$ cat src/pkg/isc_regs.vh
`ifndef ISC_REGS_VH
`define ISC_REGS_VH
// register byte addresses
`define ISC_ADDR_STD_HIGH   32'h50001314
`define ISC_ADDR_STD_LOW    32'h50001318
`define ISC_ADDR_FAST_HIGH  32'h5000131C
`define ISC_ADDR_FAST_LOW   32'h50001320
// reset values
`define ISC_RST_STD_HIGH    16'h0048
`define ISC_RST_STD_LOW     16'h004F
`define ISC_RST_FAST_HIGH   16'h0008
`define ISC_RST_FAST_LOW    16'h0017
// minimum stored counts
`define ISC_MIN_HIGH        16'h0006
`define ISC_MIN_LOW         16'h0008
// idle threshold offset over the standard high count
`define ISC_IDLE_OFFSET     16'h000A
// speed select encodings
`define ISC_SPEED_STD       2'h1
`define ISC_SPEED_FAST      2'h2
`define ISC_SPEED_HIGH      2'h3
`endif

$ cat src/verilog/isc_phase_counter.v
`timescale 1ns/10ps
`default_nettype none
module isc_phase_counter #(
  parameter WIDTH = 16
) (
  input  wire             clk,
  input  wire             resetn,
  input  wire             run,
  input  wire [WIDTH-1:0] high_count,
  input  wire [WIDTH-1:0] low_count,
  output reg              clock_level,
  output reg              phase_done
);
  reg  [WIDTH-1:0] count;
  wire [WIDTH-1:0] limit;

  assign limit = clock_level ? high_count : low_count;

  // ----------------------------------------
  // phase timing: each phase lasts its count in cycles
  // ----------------------------------------
  always @(posedge clk or negedge resetn)
  begin
    if (!resetn)
    begin
      count       <= 16'h0000;
      clock_level <= 1'b1;
      phase_done  <= 1'b0;
    end
    else if (!run)
    begin
      count       <= 16'h0000;
      clock_level <= 1'b1;
      phase_done  <= 1'b0;
    end
    else if (count >= limit - 16'h0001)
    begin
      count       <= 16'h0000;
      clock_level <= ~clock_level;
      phase_done  <= 1'b1;
    end
    else
    begin
      count      <= count + 16'h0001;
      phase_done <= 1'b0;
    end
  end
endmodule
`default_nettype wire

$ cat src/verilog/isc_clock_counts.v
// Summary of operation
// - standard high count sets serial clock high cycles in standard speed
// - standard low count sets serial clock low cycles in standard speed
// - fast high count times clock high phase in fast speed
// - fast low count times clock low phase in fast speed
// - high-speed mode uses fast counts for master code, start byte, general call
// - count registers write only while controller disabled; otherwise unchanged
// - low count writes below 8 store 8
// - 16-bit counter flags bus idle at standard high count plus 10
`timescale 1ns/10ps
`default_nettype none
`include "isc_regs.vh"
module isc_clock_counts #(
  parameter WIDTH = 16
) (
  input  wire        CLK,
  input  wire        RESETN,
  input  wire        PSEL,
  input  wire        PENABLE,
  input  wire        PWRITE,
  input  wire [31:0] PADDR,
  input  wire [31:0] PWDATA,
  output reg  [31:0] PRDATA,
  output reg         PREADY,
  output reg         PSLVERR,
  input  wire        CONTROLLER_ENABLE,
  input  wire [1:0]  SPEED_SELECT,
  input  wire        HS_PREAMBLE,
  input  wire        BUS_ACTIVITY,
  output reg         SERIAL_CLOCK,
  output reg         PHASE_DONE,
  output reg         BUS_IDLE
);
  reg  [WIDTH-1:0] std_high_count_field;
  reg  [WIDTH-1:0] std_low_count_field;
  reg  [WIDTH-1:0] fast_high_count_field;
  reg  [WIDTH-1:0] fast_low_count_field;
  reg  [WIDTH-1:0] idle_count;
  reg  [WIDTH-1:0] next_rdata;
  reg              next_err;
  reg              en_meta;
  reg              en_sync;
  reg              act_meta;
  reg              act_sync;
  wire             wr;
  wire             wr_ok;
  wire [WIDTH-1:0] wdata;
  wire [WIDTH-1:0] high_min;
  wire [WIDTH-1:0] low_min;
  wire             use_fast;
  wire [WIDTH-1:0] sel_high;
  wire [WIDTH-1:0] sel_low;
  wire [WIDTH-1:0] idle_limit;
  wire             ph_level;
  wire             ph_done;
  wire             wr_std_high;
  wire             wr_std_low;
  wire             wr_fast_high;
  wire             wr_fast_low;
  reg  [WIDTH-1:0] next_idle_count;
  reg              next_bus_idle;

  // ----------------------------------------
  // input synchronisers
  // ----------------------------------------
  always @(posedge CLK or negedge RESETN)
  begin
    if (!RESETN)
    begin
      en_meta  <= 1'b0;
      en_sync  <= 1'b0;
      act_meta <= 1'b0;
      act_sync <= 1'b0;
    end
    else
    begin
      en_meta  <= CONTROLLER_ENABLE;
      en_sync  <= en_meta;
      act_meta <= BUS_ACTIVITY;
      act_sync <= act_meta;
    end
  end

  // ----------------------------------------
  // register writes
  // ----------------------------------------
  assign wr       = PSEL & PENABLE & PWRITE;
  assign wr_ok    = wr & ~en_sync;
  assign wdata    = PWDATA[WIDTH-1:0];
  assign high_min = (wdata < `ISC_MIN_HIGH) ? `ISC_MIN_HIGH : wdata;
  assign low_min  = (wdata < `ISC_MIN_LOW) ? `ISC_MIN_LOW : wdata;

  always @(posedge CLK or negedge RESETN)
  begin
    if (!RESETN)
    begin
      std_high_count_field  <= `ISC_RST_STD_HIGH;
      std_low_count_field   <= `ISC_RST_STD_LOW;
      fast_high_count_field <= `ISC_RST_FAST_HIGH;
      fast_low_count_field  <= `ISC_RST_FAST_LOW;
    end
    else
    begin
      if (wr_std_high)
        std_high_count_field  <= high_min;
      if (wr_std_low)
        std_low_count_field   <= low_min;
      if (wr_fast_high)
        fast_high_count_field <= high_min;
      if (wr_fast_low)
        fast_low_count_field  <= low_min;
    end
  end

  // ----------------------------------------
  // write strobes, one per count register
  // ----------------------------------------
  assign wr_std_high  = wr_ok & (PADDR == `ISC_ADDR_STD_HIGH);
  assign wr_std_low   = wr_ok & (PADDR == `ISC_ADDR_STD_LOW);
  assign wr_fast_high = wr_ok & (PADDR == `ISC_ADDR_FAST_HIGH);
  assign wr_fast_low  = wr_ok & (PADDR == `ISC_ADDR_FAST_LOW);

  // ----------------------------------------
  // register reads
  // ----------------------------------------
  always @*
  begin
    next_rdata = 16'h0000;
    next_err   = 1'b0;
    case (PADDR)
      `ISC_ADDR_STD_HIGH:  next_rdata = std_high_count_field;
      `ISC_ADDR_STD_LOW:   next_rdata = std_low_count_field;
      `ISC_ADDR_FAST_HIGH: next_rdata = fast_high_count_field;
      `ISC_ADDR_FAST_LOW:  next_rdata = fast_low_count_field;
      default:             next_err   = 1'b1;
    endcase
  end

  always @(posedge CLK or negedge RESETN)
  begin
    if (!RESETN)
    begin
      PRDATA  <= 32'h00000000;
      PREADY  <= 1'b0;
      PSLVERR <= 1'b0;
    end
    else
    begin
      PREADY  <= PSEL & ~PENABLE;
      PSLVERR <= PSEL & ~PENABLE & next_err;
      if (PSEL & ~PENABLE & ~PWRITE)
        PRDATA <= {16'h0000, next_rdata};
      else
        PRDATA <= 32'h00000000;
    end
  end

  // ----------------------------------------
  // speed selection and clock phases
  // ----------------------------------------
  assign use_fast = (SPEED_SELECT == `ISC_SPEED_FAST) |
                    ((SPEED_SELECT == `ISC_SPEED_HIGH) & HS_PREAMBLE);
  assign sel_high = use_fast ? fast_high_count_field : std_high_count_field;
  assign sel_low  = use_fast ? fast_low_count_field : std_low_count_field;

  // ----------------------------------------
  // clock phases from the selected counts
  // ----------------------------------------
  isc_phase_counter #(
    .WIDTH (WIDTH)
  ) u_phase (
    .clk         (CLK),
    .resetn      (RESETN),
    .run         (en_sync),
    .high_count  (sel_high),
    .low_count   (sel_low),
    .clock_level (ph_level),
    .phase_done  (ph_done)
  );

  // ----------------------------------------
  // bus idle detection
  // ----------------------------------------
  assign idle_limit = std_high_count_field + `ISC_IDLE_OFFSET;

  always @*
  begin
    next_idle_count = idle_count;
    next_bus_idle   = BUS_IDLE;
    if (act_sync)
    begin
      next_idle_count = 16'h0000;
      next_bus_idle   = 1'b0;
    end
    else if (idle_count >= idle_limit)
      next_bus_idle = 1'b1;
    else
      next_idle_count = idle_count + 16'h0001;
  end

  always @(posedge CLK or negedge RESETN)
  begin
    if (!RESETN)
    begin
      idle_count   <= 16'h0000;
      BUS_IDLE     <= 1'b0;
      SERIAL_CLOCK <= 1'b1;
      PHASE_DONE   <= 1'b0;
    end
    else
    begin
      idle_count   <= next_idle_count;
      BUS_IDLE     <= next_bus_idle;
      SERIAL_CLOCK <= ph_level;
      PHASE_DONE   <= ph_done;
    end
  end
endmodule
`default_nettype wire

$ cat config.mk
export PLATFORM = sky130hd
export DESIGN_NAME = isc_clock_counts
export DESIGN_NICKNAME = d
export VERILOG_FILES = /design/src/verilog/isc_phase_counter.v /design/src/verilog/isc_clock_counts.v
export VERILOG_INCLUDE_DIRS = /design/src /design/src/pkg
export SDC_FILE = /design/constraint.sdc
export NUM_CORES = 1
export LEC_CHECK = 0
export BUFFER_PORTS_ARGS = -buffer_cell sky130_fd_sc_hd__buf_2
export CAP_MARGIN = 20
export CORE_MARGIN = 2
export CORE_UTILIZATION = 45
export DETAILED_ROUTE_END_ITERATION = 10
export GPL_ROUTABILITY_DRIVEN = 0
export HOLD_SLACK_MARGIN = 0.05
export MAX_ROUTING_LAYER = met4
export PLACE_DENSITY = 0.68
export SLEW_MARGIN = 10
export SYNTH_ARGS = -nofsm -noshare
export SYNTH_HDL_FRONTEND = slang
export SYNTH_SLANG_ARGS = --single-unit
$ cat constraint.sdc
create_clock -name CLK -period 3.9 [get_ports CLK]
set_clock_uncertainty 0.05 [all_clocks]
set_input_delay 0.39 -clock CLK [delete_from_list [all_inputs] [get_ports CLK]]
set_output_delay 0.39 -clock CLK [all_outputs]
set_load 0.005 [all_outputs]
==> results of run 1 <==
==> metrics by stage <==
step	total power, mW	worst slack [ns]	instance area (sq um)
3_5_place_dp	1.466	-0.07008	8085
2_1_floorplan	1.386	0.01423	7512
5_1_grt	3.189	0.02092	8726
3_3_place_gp	1.460	0.008444	8074
4_1_cts	3.109	0.2296	8721
6_report	3.088	0.2324	8726
==> what timing repair did <==
action / 4_1_cts / 5_1_grt
buffers inserted: 0 / 0
hold buffers: 2 / 0
hold endpoints to repair: 2 / 0
gates resized for setup: 0 / 0
==> registers in the layout, indices dropped and copies added (netlist names), 16 cells and up <==
| signal | cells |
|---|---|
| fast_low_count_field | 16 |
| std_low_count_field | 16 |
| idle_count | 16 |
| PRDATA | 16 |
| u_phase.count | 16 |
| std_high_count_field | 16 |
| fast_high_count_field | 16 |
==> final timing paths <==
kind / to / depth (start not counted) / from / slack, ns
hold reg to reg: en_sync / 0 / en_meta / 0.30
hold / removal: PSLVERR / 1 / RESETN / 0.02
min in group CLK: PREADY / 2 / PENABLE / 0.11
max in group asynchronous: std_low_count_field[1] / 2 / RESETN / 2.77
setup / recovery: u_phase.count[0] / 12 / u_phase.clock_level / 0.23
setup reg to reg: u_phase.count[0] / 12 / u_phase.clock_level / 0.23
==> layout make-up <==
class / instances / area [sq um]
timing repair buffer: 99 / 559.3
tap: 220 / 275.3
multi-input combinational: 508 / 4141
inverter: 9 / 33.78
fill: 1398 / 7681
antenna: 2 / 5.005
sequential: 123 / 3095
clock inverter: 6 / 110.1
clock buffer: 25 / 505.5
==> power groups by stage <==
| stage | Clock, mW | Combinational, mW | Sequential, mW |
|---|---|---|---|
| detailed placement | 0 | 0.144 | 1.32 |
| global placement | 0 | 0.138 | 1.32 |
| CTS | 1.66 | 0.146 | 1.30 |
| global route | 1.72 | 0.163 | 1.30 |
| finish | 1.64 | 0.143 | 1.30 |
| floorplan | 0 | 0.0716 | 1.31 |
==> per-layer routing <==
metal	global-route usage, %	part of all wire (%)	vias to the layer above
met3	4.789	4.5	29
met2	38.14	52	166
met1	26.59	42	2876
li1	-	-	2625
met5	-	0	-
met4	7.527	1.7	0
==> worst max-delay path, cell delays in order (launching register included) <==
cell	delay, ns
dfstp_2	0.66
buf_4	0.32
mux4_2	0.41
nor3b_2	0.34
nand3_1	0.14
xor2_1	0.16
ha_1	0.29
a21o_1	0.18
a21o_1	0.16
a21oi_1	0.26
a21oi_2	0.09
buf_4	0.21
nor4b_1	0.27
==> cell families (layout without fill, tap and decap cells) <==
kind of cell	after synthesis	in the layout	share of synthesized area, %
and+or+nand+nor	230	230	17.53
AOI/OAI and AO/OA	78	78	7.053
DFF	123	123	41.54
adders and majority gates	36	36	6.045
other	1	18	0.05033
buffers and inverters	56	139	3.997
xor gates and xnor gates	39	39	4.584
muxes	109	109	19.19
==> layout by cell type (no fill, tap or decap), types with 3 or more instances in the layout <==
cell / synthesis / routed
o21ai_0: 4 / 4
and2_1: 7 / 7
ha_1: 36 / 36
buf_2: 7 / 77
nand2_1: 33 / 33
a22oi_1: 16 / 16
conb_1: 1 / 16
nand3_1: 34 / 34
dfstp_2: 14 / 14
dfrtp_1: 109 / 109
xor2_1: 27 / 27
xnor2_1: 12 / 12
mux4_2: 18 / 18
nand4_1: 14 / 14
nor2_1: 49 / 49
nand4b_1: 4 / 4
a21oi_1: 28 / 27
mux2_2: 88 / 88
nand2b_1: 6 / 6
clkbuf_1: 19 / 3
nor2b_1: 18 / 18
nor4_1: 11 / 11
clkbuf_16: 0 / 17
bufinv_16: 0 / 3
mux2_1: 3 / 3
inv_1: 9 / 9
clkbuf_8: 0 / 5
o31ai_1: 3 / 3
and3_1: 6 / 6
buf_4: 19 / 19
a21o_1: 10 / 10
nor3_1: 17 / 17
and4_1: 3 / 3
==> impl_metrics.toml, run 1 <==
[worst_setup_path]
worstPathRequired_ns = 4.17
startpoint_type = "flip-flop"
critPathCaptureType = "flip-flop"
crit_arrival_ns = 3.94
worstPathMaxFanout = 18
critical_path_class = "flip-flop to flip-flop"

[detailed_routing]
wl_per_cell_um = 18.62
drtIter0Drc = 405
vias_per_cell = 5.742
drc = 0
routed_wl_mm = 18.47
final_antenna_net_count = 0
dr.pass1.iters = 4
vias = 5696

[layout]
syn_to_final_growth_pct = 17.11
final_net_count = 868
drive_gt1_share_pct = 34.03
final_util_pct = 53.18
fin_cells = 992

[sta]
setup-violations-final = 0
tightest_slew_ns = 0.9436
timing.fmax_ghz = 0.2727
slew_headroom_pct = 37.09
grt_setup_unrepaired = "no"
period_share_pct = 94.04
finalSetupTns_ns = 0
report.final.slew_viol_count = 0
worst_hold_slack_ns = 0.02167
hold_viol = 0
period_minus_slack_ns = 3.668

[clock_network]
clockBufferDepth = 2
clkLatencyLatePin_ns = 0.42
cts_tree = "done"
root_buffer = "clkbuf_16"
cts_sinks = 123
cts_buffers = 17
clk_pin_slew_ns = 0.05
htreeDepth = 4

[floorplanning]
io_pins = 111
initial_core_util_pct = 45.41
die_area_sq_um = 17600
die_h_um = 132.7
rows = 47
die_x_um = 132.7
core-area_sq_um = 16410

[power_and_ir_drop]
power.internal_mw = 2.427
p_seq_share_pct = 42.1
vdd_drop_max_uv = 342.1
pwr-share-clk_pct = 53.2
netSwitchingFraction_pct = 21.40
p_sw_uw = 660.9
leakage_nw = 4.218
power.density_nw_per_um2 = 353.9
comb_power_share_pct = 4.6

[synthesis]
syn_inst = 672
synth.most_common_cell = "dfrtp_1"
yosys.area.top_type = "dfrtp_1"
synth_area_sq_um = 7451
ys_async_sr_fraction_pct = 100.0
avgSynthCellArea_sq_um = 11.09
yosys.area.top_type_share_pct = 36.61
yosys-top-cells-area = "dfrtp_1 37%, mux2_2 13%, ha_1 6.0%"
yosys_warnings = 0
netlist_top_cells_count = "109 x dfrtp_1, 88 x mux2_2, 49 x nor2_1"
synth-seq-cells = 123
synth_top_flop_cell = "dfrtp_1"
synth_seq_area_share_pct = 41.54
netlist-cell-type-count = 64
synth-edff-count = 0

[status]
status = "complete, no violations"

[global_route]
antenna_found_initial = 2
overflow = 0
grt_pass1_wl_mm = 30.35
grt_max_degree = 67
grt.total_usage_pct = 22.46
grt_pass1_vias = 5929

[min_path]
hp-class = "primary input to asynchronous set/reset pin"

[placement]
dp_hpwl_mm = 13.21
placed_cells = 957
port_buffers = 78

[job]
drv_cap = 0
No activity file was read; power rests on OpenSTA's default activity.
==> inputs of run 2 (changes only) <==
--- a/config.mk
+++ b/config.mk
@@ -10,6 +10,7 @@
 export CAP_MARGIN = 20
 export CORE_MARGIN = 2
 export CORE_UTILIZATION = 45
+export CTS_BUF_LIST = sky130_fd_sc_hd__clkbuf_8
 export DETAILED_ROUTE_END_ITERATION = 10
 export GPL_ROUTABILITY_DRIVEN = 0
 export HOLD_SLACK_MARGIN = 0.05
==> run 2 against run 1 <==
  * Sequential power barely moved
  * Final area fell by 2.1%
  * Worst setup slack improved by 0.016 ns
  * Worst hold slack improved by 0.055 ns
  * Combinational power barely moved
  * Power fell by 14%
  * Utilization fell by 1.1 points
  * Die area did not move
  * Non-clock buffer count rose by 1
  * Critical endpoint unchanged
==> impl_metrics.toml, run 2 (synthesis gave the netlist of run 1 again) <==
[placement]
dpl_worst_slack_ns = -0.07008
port_buffers = 78
dp_hpwl_mm = 13.21
dpl_cell_area_sq_um = 8085

[sta]
period_share_pct = 93.64
fin_ws_ns = 0.2482
setup-violations-final = 0
grt_setup_unrepaired = "no"
timing.fmax_ghz = 0.2738
hold_viol = 0
period_minus_slack_ns = 3.652
tightest_slew_ns = 0.9436
slew_headroom_pct = 37.10
report.final.slew_viol_count = 0

[power_and_ir_drop]
leakage_nw = 4.148
netSwitchingFraction_pct = 22.88
pwr-share-clk_pct = 45.6
power.density_nw_per_um2 = 310.8
power.internal_mw = 2.047
vdd_drop_max_uv = 291.7
p_seq_share_pct = 49.0
p_sw_uw = 607.3
comb_power_share_pct = 5.4

[global_route]
met1_usage_pct = 26.64
antenna_found_initial = 1
grt_pass1_wl_mm = 29.92
grt_use_met2_pct = 37.51
grt_pass1_vias = 5890
busiest_layer = "met2"
use_met3_pct = 4.866
overflow = 0
grt_max_degree = 67
grt.total_usage_pct = 22.17

[worst_setup_path]
crit_arrival_ns = 3.95
cp_slowest_cell = "dfstp_2"
critical_path_class = "flip-flop to flip-flop"
startpoint_type = "flip-flop"
reg2reg_depth = 12
worstPathRequired_ns = 4.20
max_stage_delay_ns = 0.65
worstPathMaxFanout = 18
crit_chain = "buf_4 -> mux4_2 -> nor3b_2 -> nand3_1 -> xor2_1 -> ha_1 -> a21o_1 -> a21o_1 -> a21oi_1 -> a21oi_2 -> buf_4 -> nor4b_1"
critPathCaptureType = "flip-flop"
rrSetupSlack_ns = 0.25

[clock_network]
cts_buffers = 17
clkLatencyLatePin_ns = 0.45
htreeDepth = 4
root_buffer = "clkbuf_8"
post_cts_buffers = 0
clk_pin_slew_ns = 0.07
cts_tree = "done"
clockBufferDepth = 2
cts_sinks = 123

[floorplanning]
core-area_sq_um = 16410
die_area_sq_um = 17600
rows = 47
die_h_um = 132.7
initial_core_util_pct = 45.41
die_x_um = 132.7
io_pins = 111

[layout]
drive_gt1_share_pct = 33.98
layout_common_cells = "109 x dfrtp_1, 88 x mux2_2, 77 x buf_2, 49 x nor2_1, 36 x ha_1"
design_area_sq_um = 8542
final_common_cell = "dfrtp_1"
final_net_count = 869
syn_to_final_growth_pct = 14.64

[status]
status = "complete, no violations"

[min_path]
hp-class = "primary input to flip-flop"
whs_path_depth = 2

[detailed_routing]
drtIter0Drc = 398
drc = 0
vias_per_cell = 5.681
routed_wl_mm = 18.00
dr.pass1.iters = 4
vias = 5636
wl_per_cell_um = 18.14
final_antenna_net_count = 0

[job]
drv_cap = 0
-- run 2: layer usage --
layer / share of wire (%) / wire (um) / vias up
met5: 0 / 0 / -
li1: - / - / 2623
met2: 51 / 9254 / 148
met3: 4.5 / 816 / 28
met1: 43 / 7672 / 2837
met4: 1.4 / 252 / 0
-- run 2: layout make-up --
type                            count  area (sq um)
Timing Repair Buffer              100         569.3
Multi-Input combinational cell    508          4141
Fill cell                        1426          7865
Sequential cell                   123          3095
Tap cell                          220         275.3
Inverter                            9         33.78
Clock inverter                      9         121.4
Antenna cell                        1         2.502
Clock buffer                       22         302.8
-- run 2: worst paths after layout --
path | start | endpoint
max | u_phase.clock_level | u_phase.count[0]
min | PENABLE | PREADY
max reg2reg | u_phase.clock_level | u_phase.count[0]
min reg2reg | en_meta | en_sync
max in group asynchronous | RESETN | fast_low_count_field[1]
min in group asynchronous | RESETN | PSLVERR
-- run 2: worst max-delay path: cells and delay by family, from the launching register on --
family / cells / cell delay [ns]
buffers and inverters: 2 / 0.53
flip-flops: 1 / 0.65
XOR/XNOR: 1 / 0.16
AND/OR/NAND/NOR: 3 / 0.75
multiplexers: 1 / 0.42
adder cells (fa/ha/maj): 1 / 0.29
AO/OA/AOI/OAI: 4 / 0.69
-- run 2: per-stage QoR --
stage	hold slack, ns	cells	util, %	setup TNS [ns]	total power [mW]
global placement	0.2878	956	49.21	0	1.460
finish	0.07643	992	52.06	0	2.655
floorplan	0.04441	687	-	0	1.386
global route	0.06073	992	52.06	0	2.761
CTS	0.06438	991	52.05	0	2.678
detailed placement	0.2902	957	49.28	-0.07008	1.466
-- run 2: what timing repair did --
action,in CTS,in global routing
hold buffers,3,0
endpoints found under the hold margin,58,0
gates resized for setup,0,0
-- run 2: power by group through the flow --
| stage | registers [mW] | clock network (mW) | logic, mW |
|---|---|---|---|
| 2_1_floorplan | 1.31 | 0 | 0.0716 |
| 3_3_place_gp | 1.32 | 0 | 0.138 |
| 3_5_place_dp | 1.32 | 0 | 0.144 |
| 4_1_cts | 1.30 | 1.23 | 0.146 |
| 5_1_grt | 1.30 | 1.30 | 0.163 |
| 6_report | 1.30 | 1.21 | 0.144 |
